[src/core/psm_pkg.sv]
// Package: map, fields, reset values and types of the symbol error / crossover block
package psm_pkg;

    // ============================================================
    // Register indices (byte address is four times the index)
    localparam int          PSM_AW         = 10;
    localparam logic [7:0]  PSM_IDX_SYMERR = 8'h1a;
    localparam logic [7:0]  PSM_IDX_SPCTL  = 8'h1b;
    localparam logic [7:0]  PSM_IDX_RSTCTL = 8'h20;
    localparam logic [7:0]  PSM_IDX_STATUS = 8'h21;

    // ============================================================
    // Field positions
    localparam int          PSM_B_XSRC     = 15;
    localparam int          PSM_B_XEN      = 14;
    localparam int          PSM_B_XSTATE   = 13;
    localparam int          PSM_B_HBOFF    = 11;
    localparam int          PSM_B_FEF      = 5;
    localparam int          PSM_B_PHYRST   = 0;

    // ============================================================
    // Reset values and counts
    localparam logic [15:0] PSM_SYMERR_RST = 16'h0000;
    localparam logic        PSM_CTL_RST    = 1'b0;
    localparam logic [1:0]  PSM_FEF_LOAD   = 2'h3;
    localparam logic [1:0]  PSM_RESP_OKAY  = 2'h0;
    localparam logic [1:0]  PSM_RESP_SLV   = 2'h2;

    // ============================================================
    // Types
    typedef enum logic [1:0] {
        PSM_STRAIGHT,
        PSM_CROSS,
        PSM_AUTO
    } psm_mdix_e;

    typedef struct packed {
        logic auto_mdix;
        logic manual_mdix;
        logic fx_mode;
    } psm_strap_s;

    typedef struct packed {
        logic in_packet;
        logic sym_err;
        logic speed_10;
    } psm_rx_s;

    function automatic logic psm_hit(input logic [PSM_AW-1:0] a, input logic [7:0] idx);
        return a[PSM_AW-1:2] == idx;
    endfunction

endpackage

[src/core/psm_phy_regs.sv]
// PHY symbol error counter and special control register bank with AXI4-Lite access
//
// Notes on behaviour
// - Invalid 100BASE-TX symbol, idle included, increments counter
// - Counter advances at most once per packet
// - Counter wraps to zero past maximum
// - Counter resets to zero; read does not clear
// - Counter holds in 10BASE-T mode
// - Source select one: register bits decide crossover
// - Source select zero (reset): straps decide crossover
// - Register pairs give straight, crossover, auto; one reserved
// - Auto strap wins, else manual strap decides
// - Heartbeat disable defaults zero; one disables test
// - Far-end fault bit enables generation and detection
// - Far-end fault resets to fiber mode strap
// - PHY reset returns clearable control bits to defaults
`timescale 1ns/1ps
module psm_phy_regs
    import psm_pkg::*;
(
    // Clock and reset
    input  wire logic              clock,
    input  wire logic              srst,
    // AXI4-Lite write
    input  wire logic [PSM_AW-1:0] s_axi_awaddr,
    input  wire logic              s_axi_awvalid,
    output logic                   s_axi_awready,
    input  wire logic [31:0]       s_axi_wdata,
    input  wire logic [3:0]        s_axi_wstrb,
    input  wire logic              s_axi_wvalid,
    output logic                   s_axi_wready,
    output logic [1:0]             s_axi_bresp,
    output logic                   s_axi_bvalid,
    input  wire logic              s_axi_bready,
    // AXI4-Lite read
    input  wire logic [PSM_AW-1:0] s_axi_araddr,
    input  wire logic              s_axi_arvalid,
    output logic                   s_axi_arready,
    output logic [31:0]            s_axi_rdata,
    output logic [1:0]             s_axi_rresp,
    output logic                   s_axi_rvalid,
    input  wire logic              s_axi_rready,
    // Strap pins and receive events
    input  wire psm_strap_s        strap_pins,
    input  wire psm_rx_s           rx_evt,
    // PHY controls
    output psm_mdix_e              mdix_mode,
    output logic                   heartbeat_test_disable,
    output logic                   far_end_fault_enable,
    output logic                   phy_reset_pulse
);

    // ============================================================
    // Strap synchroniser
    psm_strap_s strap_s1_r;
    psm_strap_s strap_s2_r;

    always_ff @(posedge clock) begin
        strap_s1_r <= strap_pins;
        strap_s2_r <= strap_s1_r;
    end

    // ============================================================
    // Symbol error counter
    wire logic [15:0] symerr_count;

    psm_symerr_counter u_symerr (
        .clock  (clock),
        .srst   (srst),
        .rx_evt (rx_evt),
        .count  (symerr_count)
    );

    // ============================================================
    // Write channel
    logic              awready_r;
    logic              wready_r;
    logic              aw_held_r;
    logic              w_held_r;
    logic [PSM_AW-1:0] aw_addr_r;
    logic [31:0]       w_data_r;
    logic [3:0]        w_strb_r;
    logic              bvalid_r;
    logic [1:0]        bresp_r;

    wire logic aw_take = s_axi_awvalid && awready_r;
    wire logic w_take  = s_axi_wvalid && wready_r;
    wire logic b_done  = bvalid_r && s_axi_bready;
    wire logic commit  = aw_held_r && w_held_r && !bvalid_r;

    wire logic wr_spctl  = commit && psm_hit(aw_addr_r, PSM_IDX_SPCTL);
    wire logic wr_rstctl = commit && psm_hit(aw_addr_r, PSM_IDX_RSTCTL);
    wire logic wr_known  = psm_hit(aw_addr_r, PSM_IDX_SYMERR) || psm_hit(aw_addr_r, PSM_IDX_SPCTL)
                         || psm_hit(aw_addr_r, PSM_IDX_RSTCTL) || psm_hit(aw_addr_r, PSM_IDX_STATUS);
    wire logic wr_hi     = wr_spctl && w_strb_r[1];
    wire logic wr_lo     = wr_spctl && w_strb_r[0];

    assign s_axi_awready = awready_r;
    assign s_axi_wready  = wready_r;
    assign s_axi_bvalid  = bvalid_r;
    assign s_axi_bresp   = bresp_r;

    // Address and data are taken in either order; no new one until the response goes
    always_ff @(posedge clock) begin
        if (srst) begin
            awready_r <= 1'b1;
            wready_r  <= 1'b1;
            aw_held_r <= 1'b0;
            w_held_r  <= 1'b0;
            bvalid_r  <= 1'b0;
            bresp_r   <= PSM_RESP_OKAY;
            aw_addr_r <= '0;
            w_data_r  <= '0;
            w_strb_r  <= '0;
        end else begin
            if (aw_take) begin
                aw_held_r <= 1'b1;
                aw_addr_r <= s_axi_awaddr;
                awready_r <= 1'b0;
            end
            if (w_take) begin
                w_held_r <= 1'b1;
                w_data_r <= s_axi_wdata;
                w_strb_r <= s_axi_wstrb;
                wready_r <= 1'b0;
            end
            if (commit) begin
                aw_held_r <= 1'b0;
                w_held_r  <= 1'b0;
                bvalid_r  <= 1'b1;
                bresp_r   <= wr_known ? PSM_RESP_OKAY : PSM_RESP_SLV;
            end
            if (b_done) begin
                bvalid_r  <= 1'b0;
                awready_r <= 1'b1;
                wready_r  <= 1'b1;
            end
        end
    end

    // ============================================================
    // Chip reset control and special control bits
    logic       phy_rst_r;
    logic       xsrc_r;
    logic       xen_r;
    logic       xstate_r;
    logic       hboff_r;
    logic       fef_r;
    logic [1:0] fef_pend_r;

    // Clearable bits go back to defaults on the PHY reset; far-end fault is not clearable
    wire logic phy_reset_clearable_clr = phy_rst_r;
    wire logic fef_load = fef_pend_r == 2'h1;

    always_ff @(posedge clock) begin
        if (srst) begin
            phy_rst_r <= 1'b0;
        end else begin
            phy_rst_r <= wr_rstctl && w_strb_r[0] && w_data_r[PSM_B_PHYRST];
        end
    end

    always_ff @(posedge clock) begin
        if (srst || phy_reset_clearable_clr) begin
            xsrc_r   <= PSM_CTL_RST;
            xen_r    <= PSM_CTL_RST;
            xstate_r <= PSM_CTL_RST;
            hboff_r  <= PSM_CTL_RST;
        end else if (wr_hi) begin
            xsrc_r   <= w_data_r[PSM_B_XSRC];
            xen_r    <= w_data_r[PSM_B_XEN];
            xstate_r <= w_data_r[PSM_B_XSTATE];
            hboff_r  <= w_data_r[PSM_B_HBOFF];
        end
    end

    // Strap is sampled only once it has crossed the synchroniser after reset
    always_ff @(posedge clock) begin
        if (srst) begin
            fef_r      <= 1'b0;
            fef_pend_r <= PSM_FEF_LOAD;
        end else begin
            if (fef_pend_r != 2'h0) begin
                fef_pend_r <= fef_pend_r - 2'h1;
            end
            if (fef_load) begin
                fef_r <= strap_s2_r.fx_mode;
            end else if (wr_lo) begin
                fef_r <= w_data_r[PSM_B_FEF];
            end
        end
    end

    // ============================================================
    // Crossover resolution
    // The reserved register pair falls back to straight so the line never floats
    wire logic      reg_resv  = xen_r && xstate_r;
    wire psm_mdix_e reg_mode  = xen_r ? (xstate_r ? PSM_STRAIGHT : PSM_AUTO)
                                      : (xstate_r ? PSM_CROSS : PSM_STRAIGHT);
    wire psm_mdix_e strap_mode = strap_s2_r.auto_mdix ? PSM_AUTO
                               : (strap_s2_r.manual_mdix ? PSM_CROSS : PSM_STRAIGHT);
    wire psm_mdix_e mode_nxt  = xsrc_r ? reg_mode : strap_mode;

    psm_mdix_e mdix_mode_r;
    logic      hb_out_r;
    logic      fef_out_r;

    always_ff @(posedge clock) begin
        if (srst) begin
            mdix_mode_r <= PSM_STRAIGHT;
            hb_out_r    <= 1'b0;
            fef_out_r   <= 1'b0;
        end else begin
            mdix_mode_r <= mode_nxt;
            hb_out_r    <= hboff_r;
            fef_out_r   <= fef_r;
        end
    end

    assign mdix_mode              = mdix_mode_r;
    assign heartbeat_test_disable = hb_out_r;
    assign far_end_fault_enable   = fef_out_r;
    assign phy_reset_pulse        = phy_rst_r;

    // ============================================================
    // Read channel
    logic        arready_r;
    logic        rvalid_r;
    logic [31:0] rdata_r;
    logic [1:0]  rresp_r;

    wire logic ar_take = s_axi_arvalid && arready_r;
    wire logic r_done  = rvalid_r && s_axi_rready;

    // Reserved bits 12 and 10..6 are simply never placed in the word
    wire logic [15:0] spctl_word = {xsrc_r, xen_r, xstate_r, 1'b0, hboff_r,
                                    5'h00, fef_r, 5'h00};
    wire logic [15:0] status_word = {10'h000, strap_s2_r.manual_mdix, strap_s2_r.auto_mdix,
                                     strap_s2_r.fx_mode, reg_resv, mdix_mode_r};
    wire logic rd_sym = psm_hit(s_axi_araddr, PSM_IDX_SYMERR);
    wire logic rd_spc = psm_hit(s_axi_araddr, PSM_IDX_SPCTL);
    wire logic rd_rst = psm_hit(s_axi_araddr, PSM_IDX_RSTCTL);
    wire logic rd_sts = psm_hit(s_axi_araddr, PSM_IDX_STATUS);
    wire logic [15:0] rd_word = rd_sym ? symerr_count
                              : rd_spc ? spctl_word
                              : rd_sts ? status_word : 16'h0000;
    wire logic rd_ok = rd_sym || rd_spc || rd_rst || rd_sts;

    assign s_axi_arready = arready_r;
    assign s_axi_rvalid  = rvalid_r;
    assign s_axi_rdata   = rdata_r;
    assign s_axi_rresp   = rresp_r;

    always_ff @(posedge clock) begin
        if (srst) begin
            arready_r <= 1'b1;
            rvalid_r  <= 1'b0;
            rdata_r   <= '0;
            rresp_r   <= PSM_RESP_OKAY;
        end else begin
            if (ar_take) begin
                arready_r <= 1'b0;
                rvalid_r  <= 1'b1;
                rdata_r   <= {16'h0000, rd_word};
                rresp_r   <= rd_ok ? PSM_RESP_OKAY : PSM_RESP_SLV;
            end
            if (r_done) begin
                rvalid_r  <= 1'b0;
                arready_r <= 1'b1;
            end
        end
    end
endmodule

[src/core/psm_symerr_counter.sv]
// Receive symbol error counter, once per packet, wrapping
`timescale 1ns/1ps
module psm_symerr_counter
    import psm_pkg::*;
(
    // Clock and reset
    input  wire logic        clock,
    input  wire logic        srst,
    // Receive events
    input  wire psm_rx_s     rx_evt,
    // Count
    output logic      [15:0] count
);

    // ============================================================
    // Counting
    logic        counted_r;
    logic [15:0] count_r;
    wire  logic  inc;
    wire  logic  blocked;

    // A packet that already counted blocks further errors until it ends
    assign blocked = rx_evt.in_packet && counted_r;
    assign inc     = rx_evt.sym_err && !rx_evt.speed_10 && !blocked;
    assign count   = count_r;

    always_ff @(posedge clock) begin
        if (srst) begin
            count_r   <= PSM_SYMERR_RST;
            counted_r <= 1'b0;
        end else begin
            if (inc) begin
                count_r <= count_r + 16'h0001;
            end
            counted_r <= rx_evt.in_packet && (counted_r || inc);
        end
    end
endmodule

[config.mk]
export PLATFORM = sky130hd
export DESIGN_NAME = psm_phy_regs
export DESIGN_NICKNAME = d
export VERILOG_FILES = /design/src/core/psm_pkg.sv /design/src/core/psm_phy_regs.sv /design/src/core/psm_symerr_counter.sv
export SDC_FILE = /design/constraint.sdc
export NUM_CORES = 1
export LEC_CHECK = 0
export BUFFER_PORTS_ARGS = -buffer_cell sky130_fd_sc_hd__buf_2
export CAP_MARGIN = 20
export CORE_UTILIZATION = 45
export DETAILED_ROUTE_END_ITERATION = 8
export GPL_TIMING_DRIVEN = 0
export PLACE_DENSITY = 0.72
export SYNTH_ARGS = -nofsm -noshare
export SYNTH_HDL_FRONTEND = slang
export SYNTH_HIERARCHICAL = 1
export SYNTH_SLANG_ARGS = --single-unit
[constraint.sdc]
create_clock -name clock -period 1.7 [get_ports clock]
set_input_delay 0.17 -clock clock [delete_from_list [all_inputs] [get_ports clock]]
set_output_delay 0.17 -clock clock [all_outputs]
set_load 0.01 [all_outputs]
==> results of run 1 <==
## logic make-up after synthesis
logic type,after synthesis
flip-flops,76
multiplexers,13
buffers and inverters,48
AO/OA/AOI/OAI,59
other,1
adder cells (fa/ha/maj),3
XOR/XNOR,8
AND/OR/NAND/NOR,155
## metal layers
layer | vias to the layer above | track usage (%)
met2 | 95 | 35.4
met1 | 1268 | 26.5
met4 | 0 | 10.0
li1 | 1417 | -
met3 | 9 | 3.79
met5 | - | 0
## cell type report
class / instances / share of cell area, %
sequential: 76 / 38.1
inverter: 7 / 0.655
buffer: 41 / 6.24
timing repair buffer: 66 / 8.67
clock inverter: 2 / 0.873
clock buffer: 13 / 3.71
multi-input combinational: 256 / 38.8
tap: 96 / 2.99
## sequential cells by signal, summed over array words and instances (netlist names), 2 cells and up
register,cells
w_strb_r,2
u_symerr/count,16
aw_addr_r,8
fef_pend_r,2
strap_s1_r,3
status_word,3
mdix_mode,2
w_data_r,6
s_axi_rdata,16
## worst register-to-register path: stages (launching register included)
cell and delay, ns:
dfxtp_2 0.38, and4_4 0.25, nand3_2 0.11, buf_6 0.16, nor4_2 0.26, mux2_2 0.36
## how the worst max path moves through the flow
stage,to,slack (ns),startpoint,cells after the start
2_1_floorplan,u_symerr/count[15],0.14,u_symerr/count[3],5
3_3_place_gp,u_symerr/count[14],-0.02,u_symerr/count[0],5
3_5_place_dp,u_symerr/count[14],-0.03,u_symerr/count[0],5
4_1_cts,s_axi_rdata[12],0.02,s_axi_arready,5
5_1_grt,fef_r,0.01,aw_addr_r[9],4
6_report,u_symerr/count[15],0.08,u_symerr/count[4],5
## cell usage after synthesis (all sizes together) (7+ instances only)
cell,instances,area [um^2]
a21oi,36,180
mux2,8,90.1
nand3,28,145
nor4,7,88.8
inv,7,26.3
buf,26,191
nor2,26,97.6
xor2,8,70.1
nand2,39,149
nand4,7,43.8
clkbuf,15,56.3
dfxtp,76,1520
nor3,12,60.1
## timing repair
item,in CTS,in global routing
setup endpoints to repair,2,16
hold buffers,3,0
gates resized for setup,6,8
endpoints found under the hold margin,3,0
cloned,0,0
pin swaps,0,2
buffers inserted,0,1
## through the flow
stage,total power [mW],TNS (ns),instances,setup slack (ns),cell area [um^2]
floorplan,2.21,0,380,0.136,3320
global placement,2.33,-0.0309,538,-0.0204,3750
detailed placement,2.34,-0.0352,538,-0.0281,3750
CTS,3.67,0,556,0.0174,3980
global route,3.80,0,557,0.0116,4010
finish,3.64,0,557,0.0766,4010
## power breakdown
group          leakage (nW)  switching, mW  internal (mW)  total (mW)
Clock                0.0935          0.625          0.711        1.34
Combinational         0.962          0.225          0.175       0.400
Sequential            0.624         0.0493           1.86        1.91
==> impl_metrics.csv, run 1 <==
group,metric,value,unit
timing,maxSlewViolCount,0,
min_path,holdPathEnd,"s_axi_arready",
pwr,p_leak,1.68,nW
timing,max_slew_margin,59.4,%
synthesis,ys.flop_type,"dfxtp_1",
pwr,p_per_area,908,nW/um^2
worst_setup_path,reg2reg_to,"u_symerr/count[15]",
synthesis,ys_types,52,
timing,period_share,95.5,%
die,pin_count,115,
worst_setup_path,critPathTopFamily,"simple AND/OR/NAND/NOR gates",
global_routing,grt_pass1_vias,2665,
timing,skew,0.0110,ns
min_path,holdPathStages,2,
cells_and_area,drive_gt1_share,29.7,%
synthesis,muxShareOfSynthArea,4.30,%
worst_setup_path,criticalPathCategory,"reg2reg",
die,chipHeight,87.1,um
synthesis,ys_ff_latch,76,
clock_tree,cts_tree,"yes",
timing,grt_setup_unrepaired,"false",
placed_design,io_buffer_count,62,
cells_and_area,n_fill_cell,655,
min_path,hold_class,"in2reg",
clock_tree,cts_buffers,9,
min_path,hp-start,"s_axi_arvalid",
detailed_routing,drt-pass1-iter-count,4,
synthesis,synth_edf_count,0,
timing,period_needed,1.62,ns
cells_and_area,seq_area,1530,um^2
cells_and_area,final_cell_mix,"dfxtp_1, buf_2, nand2_1",
timing,hold_viol_final,0,
die,initial_core_util,47.1,%
clock_tree,cts_sinks,76,
worst_setup_path,critical-path-max-stage-delay,0.38,ns
detailed_routing,top_layer,"met4",
global_routing,overflow,0,
detailed_routing,wl_per_cell,13.6,um
timing,whs,0.0388,ns
clock_tree,root_buffer,"clkbuf_8",
cells_and_area,multi_input_area,1560,um^2
global_routing,grt_pass1_wl,12300,um
timing,max_freq,0.616,GHz
detailed_routing,drt-initial-drc-count,133,
synthesis,synth_top_family_by_area,"simple AND/OR/NAND/NOR gates",
synthesis,netlist_instances,363,
cells_and_area,finalNetCount,529,
run_status,status,"finished, final reports clean",
cells_and_area,layout_commonest_cell,"dfxtp_1",
flow_run,drv_cap,0,
synthesis,synthAdderAreaFrac,1.15,%
worst_setup_path,cp-start-kind,"flip-flop",
detailed_routing,drc,0,
detailed_routing,dr_total_vias,2789,
synthesis,synthXorXnorAreaFrac,2.15,%
placed_design,hpwl,5450,um
clock_tree,insertion_delay,0.35,ns
timing,worst_pin_slew,0.609,ns
global_routing,grtUsageTotal,21.2,%
clock_tree,cts.htree.levels,3,
clock_tree,cts_buffer_depth,2,
worst_setup_path,cp.required,1.94,ns
die,die_w,87.1,um
detailed_routing,vias_per_cell,5.01,
timing,setup_viol,0,
synthesis,avgSynthCellArea,8.97,um^2
worst_setup_path,critPathBufInv,1,
global_routing,antenna_found_initial,0,
worst_setup_path,slowest_stage,"dfxtp_2",
worst_setup_path,r2r-start,"u_symerr/count[4]",
cells_and_area,n_antenna_cell,0,
detailed_routing,met1Wirelength,3440,um
detailed_routing,antenna_left,0,
synthesis,ys_async_sr_fraction,0,%
cells_and_area,postLayoutCoreUtil,58.1,%
clock_tree,path_clk_slew,0.08,ns
worst_setup_path,critPathMaxFanout,10,
die,floorplan.core_area,6910,um^2
global_routing,grt_max_degree,12,
placed_design,place_congestion,0.809,
synthesis,yosys.area_share.simple,26.4,%
detailed_routing,wl_met2,3530,um
worst_setup_path,r2r_cells,5,
worst_setup_path,cp-end-kind,"flip-flop",
synthesis,netlist_area,3260,um^2
worst_setup_path,r2r_slack,0.08,ns
synthesis,synth.yosys.warnings,6,
die,num_rows,30,
pwr,ir_drop,519,uV
worst_setup_path,path_cells,"and4_4 -> nand3_2 -> buf_6 -> nor4_2 -> mux2_2",
detailed_routing,wl_met3,525,um
synthesis,seq_area_frac_synth,46.7,%
die,fp.dieArea,7580,um^2
synthesis,synth_compound_area_share,10.7,%
detailed_routing,wirelength,7590,um
cells_and_area,area_growth,23.2,%
worst_setup_path,arrival,1.87,ns
Power figures use the tool's default switching activity.
==> inputs of run 2 (changes only) <==
==> constraint.sdc (replaced) <==
create_clock -name clock -period 1.7 [get_ports clock]
set_input_delay 0.17 -clock clock [delete_from_list [all_inputs] [get_ports clock]]
set_output_delay 0.17 -clock clock [all_outputs]
set_load 0.1 [all_outputs]
==> run 2 against run 1 <==
Clock power shrank 4%. Sequential power is essentially flat. Fmax shrank 1.2%. Worst hold slack lost 0.0017 ns. Via count is essentially flat. Sequential share of layout area is essentially flat. Critical path type unchanged. Critical endpoint unchanged. Largest power group unchanged. Highest routed layer unchanged.
==> impl_metrics.csv, run 2 (same netlist as run 1, synthesis figures left out) <==
group,metric,value,unit
cells_and_area,final_cell_mix,"dfxtp_1, buf_2, nand2_1",
worst_setup_path,critical-path-max-stage-delay,0.38,ns
global_routing,grt_max_degree,13,
clock_tree,cts_buffers,9,
detailed_routing,antenna_left,0,
timing,grt_setup_unrepaired,"false",
placed_design,place_ws,-0.0574,ns
worst_setup_path,path_cells,"and4_4 -> nand3_2 -> buf_6 -> nor4_2 -> mux2_2",
cells_and_area,n_antenna_cell,0,
clock_tree,cts_sinks,76,
detailed_routing,drc,0,
detailed_routing,top_layer,"met4",
timing,maxSlewViolCount,0,
flow_run,drv_cap,0,
pwr,p_int,2.68,mW
pwr,p_total,3.91,mW
timing,hold_viol_final,0,
pwr,p_sw,1.23,mW
timing,worst_pin_slew,0.637,ns
cells_and_area,n_fill_cell,660,
detailed_routing,drt-pass1-iter-count,4,
detailed_routing,wirelength,7320,um
timing,setup_viol,0,
pwr,seqPwrFrac,48.7,%
detailed_routing,dr_total_vias,2791,
min_path,hold_class,"in2reg",
clock_tree,cts_tree,"yes",
run_status,status,"finished, final reports clean",
placed_design,hpwl,5460,um
worst_setup_path,cp-start-kind,"flip-flop",
timing,max_freq,0.609,GHz
timing,period_needed,1.64,ns
timing,tns,0,ns
clock_tree,root_buffer,"clkbuf_8",
die,floorplan.core_area,6910,um^2
detailed_routing,wl_per_cell,13.1,um
die,initial_core_util,47.1,%
timing,max_slew_margin,57.5,%
pwr,clkPwrFrac,32.9,%
global_routing,antenna_found_initial,0,
global_routing,grt_pass1_wl,12100,um
timing,skew,0.00796,ns
clock_tree,path_clk_slew,0.08,ns
global_routing,grt_pass1_vias,2562,
worst_setup_path,critPathTopFamily,"simple AND/OR/NAND/NOR gates",
pwr,p_per_area,971,nW/um^2
clock_tree,insertion_delay,0.34,ns
worst_setup_path,criticalPathCategory,"reg2reg",
pwr,p_leak,1.68,nW
die,fp.dieArea,7580,um^2
detailed_routing,vias_per_cell,4.99,
pwr,p_comb_share,18.4,%
worst_setup_path,critPathBufInv,1,
die,die_w,87.1,um
cells_and_area,stdcell_area,4030,um^2
cells_and_area,layout_commonest_cell,"dfxtp_1",
die,pin_count,115,
worst_setup_path,cp.required,1.93,ns
global_routing,overflow,0,
placed_design,place_congestion,0.796,
worst_setup_path,arrival,1.87,ns
clock_tree,cts_buffer_depth,2,
placed_design,detailed_place.area,3750,um^2
timing,period_share,96.6,%
cells_and_area,drive_gt1_share,31.1,%
clock_tree,cts.htree.levels,3,
pwr,swShare,31.5,%
detailed_routing,drt-initial-drc-count,126,
detailed_routing,wl_met2,3370,um
cells_and_area,area_growth,23.8,%
die,chipHeight,87.1,um
detailed_routing,met1Wirelength,3400,um
die,num_rows,30,
worst_setup_path,slowest_stage,"dfxtp_2",
timing,setup_ws,0.0573,ns
pwr,ir_drop,538,uV
placed_design,io_buffer_count,62,
cells_and_area,finalNetCount,530,
global_routing,grtUsageTotal,21.0,%
worst_setup_path,critPathMaxFanout,10,
detailed_routing,wl_met3,400,um
worst_setup_path,cp-end-kind,"flip-flop",
run 2: cell count changes in the layout (fill, tap and decap cells not counted), sizes merged:
| cell | previous run | this run |
|---|---|---|
| bufinv | 1 | 0 |
| clkinvlp | 0 | 2 |
| buf | 89 | 90 |
run 2: power groups by stage:
stage               logic [mW]  registers (mW)  clock network (mW)
floorplan                0.433            2.09                   0
global placement         0.699            1.95                   0
detailed placement       0.714            1.95                   0
CTS                      0.720            1.91                1.31
global route             0.771            1.91                1.38
finish                   0.719            1.91                1.29
run 2: path summary, 6_finish.rpt:
path | from | end | slack [ns] | cells past startpoint
hold reg to reg | strap_s1_r[1] | status_word[5] | 0.33 | 0
setup / recovery | u_symerr/count[5] | u_symerr/count[15] | 0.06 | 5
hold / removal | s_axi_arvalid | s_axi_arready | 0.04 | 2
setup reg to reg | u_symerr/count[5] | u_symerr/count[15] | 0.06 | 5
run 2: stage by stage:
stage               cells  util [%]  hold WS (ns)
finish                559      58.3        0.0371
global route          559      58.3        0.0429
CTS                   557      57.7        0.0238
detailed placement    538      54.3         0.278
global placement      538      54.3         0.278
floorplan             380         -         0.198
run 2: repair_timing:
action / in CTS / in global routing
buffers inserted: 0 / 2
resized for setup: 5 / 11
hold buffers: 3 / 0
endpoints found under the setup margin: 3 / 15
pin swaps: 0 / 1
hold endpoints to repair: 3 / 0
gates cloned: 0 / 0
run 2: worst register-to-register path, delay by kind of cell (launching register included):
family | cells | cell delay [ns]
muxes | 1 | 0.36
and+or+nand+nor | 3 | 0.63
DFF | 1 | 0.38
buffers and inverters | 1 | 0.16
run 2: cell type report:
| class | count | area [um^2] | share of cell area (%) |
|---|---|---|---|
| clock inverter | 3 | 20.0 | 0.497 |
| timing repair buffer | 67 | 355 | 8.82 |
| buffer | 41 | 250 | 6.21 |
| sequential | 76 | 1530 | 38.1 |
| tap | 96 | 120 | 2.98 |
| inverter | 7 | 26.3 | 0.652 |
| multi-input combinational | 256 | 1550 | 38.6 |
| clock buffer | 13 | 169 | 4.19 |
run 2: routing by layer:
metal	vias to the layer above	global-route usage [%]
li1	1432	-
met3	12	4.17
met5	-	0
met4	0	8.64
met2	87	33.9
met1	1260	27.3
==> inputs of run 3 (changes only) <==
CORE_UTILIZATION = 44   (was 45)
PLACE_DENSITY = 0.71   (was 0.72)
SYNTH_HIERARCHICAL = unset   (was 1)
==> run 3 against run 2 <==
Utilization is 0.71 points lower. Sequential cell count stayed put. Register-to-register slack better by 0.02 ns. Cell count is 0.54% lower. Combinational power is 0.6% lower. Routed wire length hardly changed. Clock skew is 0.0027 ns higher. Critical path type unchanged. Critical endpoint is now u_symerr.count[15]. Largest cell class is now registers.
==> impl_metrics.csv, run 3 <==
group,metric,value,unit
synthesis,seq_area_frac_synth,47.6,%
placed_design,hpwl,5320,um
pwr,p_total,4.10,mW
cells_and_area,n_antenna_cell,0,
worst_setup_path,cp.required,1.98,ns
detailed_routing,drt-pass1-iter-count,5,
worst_setup_path,slowest_stage,"or4_1",
pwr,clkPwrFrac,35.9,%
detailed_routing,vias_per_cell,4.97,
timing,hold_viol_final,0,
timing,tns,0,ns
timing,maxSlewViolCount,0,
global_routing,grt_pass1_vias,2466,
pwr,p_leak,1.63,nW
pwr,p_per_area,1030,nW/um^2
cells_and_area,drive_gt1_share,27.8,%
synthesis,synthTopCellsByArea,"dfxtp_1, a21oi_1, buf_4, nand3_1, nand2_1",
synthesis,ys_ff_latch,76,
global_routing,grt_pass1_wl,11600,um
timing,whs,0.0336,ns
synthesis,netlist_area,3200,um^2
die,fp.dieArea,7610,um^2
cells_and_area,layout_commonest_cell,"dfxtp_1",
worst_setup_path,critical-path-max-stage-delay,0.49,ns
synthesis,ys_types,48,
cells_and_area,finalNetCount,528,
die,floorplan.core_area,6910,um^2
synthesis,synthMostInstantiatedCell,"dfxtp_1",
cells_and_area,final_cell_mix,"dfxtp_1, buf_2, a21oi_1",
pwr,p_int,2.85,mW
pwr,seqPwrFrac,46.6,%
detailed_routing,drc,0,
synthesis,synth_top_area_share,47.6,%
timing,max_slew_margin,59.9,%
detailed_routing,dr_total_vias,2764,
placed_design,io_buffer_count,62,
timing,worst_pin_slew,0.601,ns
clock_tree,cts_buffer_depth,2,
pwr,swShare,30.4,%
global_routing,overflow,0,
synthesis,avgSynthCellArea,8.81,um^2
global_routing,grtUsageTotal,20.3,%
flow_run,drv_cap,0,
detailed_routing,wirelength,7320,um
die,initial_core_util,46.3,%
timing,skew,0.0107,ns
die,pin_count,115,
clock_tree,root_buffer,"clkbuf_8",
run_status,status,"finished, final reports clean",
timing,max_freq,0.617,GHz
pwr,p_comb_share,17.5,%
timing,grt_setup_unrepaired,"false",
timing,period_share,95.4,%
cells_and_area,n_fill_cell,657,
die,chipHeight,87.3,um
worst_setup_path,critPathMaxFanout,10,
min_path,hold_class,"in2reg",
clock_tree,path_clk_slew,0.08,ns
global_routing,grt_max_degree,13,
die,die_w,87.3,um
worst_setup_path,criticalPathCategory,"reg2reg",
worst_setup_path,path_cells,"and3_4 -> nand4_4 -> buf_6 -> or4_1 -> a21oi_1",
pwr,ir_drop,569,uV
cells_and_area,area_growth,24.5,%
die,num_rows,30,
placed_design,place_congestion,0.815,
pwr,p_sw,1.25,mW
synthesis,netlist_instances,363,
clock_tree,cts_tree,"yes",
timing,setup_viol,0,
clock_tree,insertion_delay,0.35,ns
detailed_routing,drt-initial-drc-count,158,
synthesis,synth_edf_count,0,
timing,period_needed,1.62,ns
synthesis,synth.yosys.warnings,0,
worst_setup_path,cp-start-kind,"flip-flop",
clock_tree,cts.htree.levels,3,
clock_tree,cts_sinks,76,
synthesis,ys_async_sr_fraction,0,%
worst_setup_path,arrival,1.90,ns
clock_tree,cts_buffers,9,
detailed_routing,wl_per_cell,13.2,um
synthesis,synth_top_cell_by_area,"dfxtp_1",
worst_setup_path,cp-end-kind,"flip-flop",
detailed_routing,antenna_left,0,
global_routing,antenna_found_initial,0,
synthesis,ys.flop_type,"dfxtp_1",
synthesis,yosys-top-cells-count,"dfxtp_1, a21oi_1, nand2_1, nand3_1, nor2_1",
run 3: changes by cell type after synthesis, moves of 3 or more:
| cell | before | now |
|---|---|---|
| nand4_1 | 7 | 4 |
| mux2_2 | 8 | 4 |
| nand3_1 | 27 | 30 |
| a21oi_1 | 36 | 40 |
| nor3_1 | 12 | 15 |
| nor4_1 | 4 | 1 |
run 3: what timing repair did:
action	CTS	global route
endpoints found under the setup margin	3	8
resized for setup	7	9
hold buffers	3	0
pin swaps	1	1
endpoints found under the hold margin	3	0
buffers inserted	0	0
run 3: per-layer routing:
metal  GRT usage, %  wire (um)
met4           9.54        158
met1           25.6       3320
met3           5.02        396
met5              0          0
met2           32.5       3440
run 3: path summary, 6_finish.rpt:
path,cells after the start,slack (ns),to,start
worst max-delay path,5,0.08,u_symerr.count[15],u_symerr.count[2]
worst min-delay path,2,0.03,s_axi_arready,s_axi_arvalid
worst max register to register,5,0.08,u_symerr.count[15],u_symerr.count[2]
worst min register to register,0,0.33,status_word[4],strap_s1_r[2]
run 3: worst max-delay path: cells and delay by family, from the launching register on:
| family | cells | cell delay, ns |
|---|---|---|
| flops | 1 | 0.42 |
| simple gates | 3 | 0.83 |
| buf+inv | 1 | 0.15 |
| compound gates | 1 | 0.14 |
run 3: logic make-up after synthesis:
group                    count (synthesis)  synth area share (%)
flip-flops                              76                  47.6
AND/OR/NAND/NOR                        153                  25.7
adder cells (fa/ha/maj)                  3                  1.17
XOR/XNOR                                 8                  2.19
AO/OA/AOI/OAI                           64                  11.5
other                                    1                 0.117
buffers and inverters                   48                  8.37
multiplexers                            10                  3.33
run 3: metrics by stage:
| stage | setup slack, ns | instances | util, % | cell area (um^2) |
|---|---|---|---|---|
| after global routing | 0.00253 | 556 | 57.6 | 3980 |
| after global placement | -0.0980 | 538 | 53.5 | 3690 |
| after floorplan | 0.0247 | 380 | - | 3260 |
| after detailed placement | -0.169 | 538 | 53.5 | 3690 |
| final | 0.0780 | 556 | 57.6 | 3980 |
| after CTS | 0.000959 | 556 | 57.2 | 3950 |
run 3: layout make-up:
type	instances	area, um^2	share of cell area (%)
Sequential cell	76	1530	38.5
Multi-Input combinational cell	256	1510	38.0
Timing Repair Buffer	65	340	8.55
Buffer	39	235	5.91
Clock buffer	10	128	3.21
Tap cell	96	120	3.02
Clock inverter	5	77.6	1.95
Inverter	9	33.8	0.849
run 3: power by group through the flow:
| stage | logic, mW | clock network [mW] | registers (mW) |
|---|---|---|---|
| after floorplan | 0.431 | 0 | 2.09 |
| after global placement | 0.698 | 0 | 1.95 |
| after detailed placement | 0.708 | 0 | 1.95 |
| after CTS | 0.715 | 1.49 | 1.91 |
| after global routing | 0.765 | 1.56 | 1.92 |
| final | 0.715 | 1.47 | 1.91 |
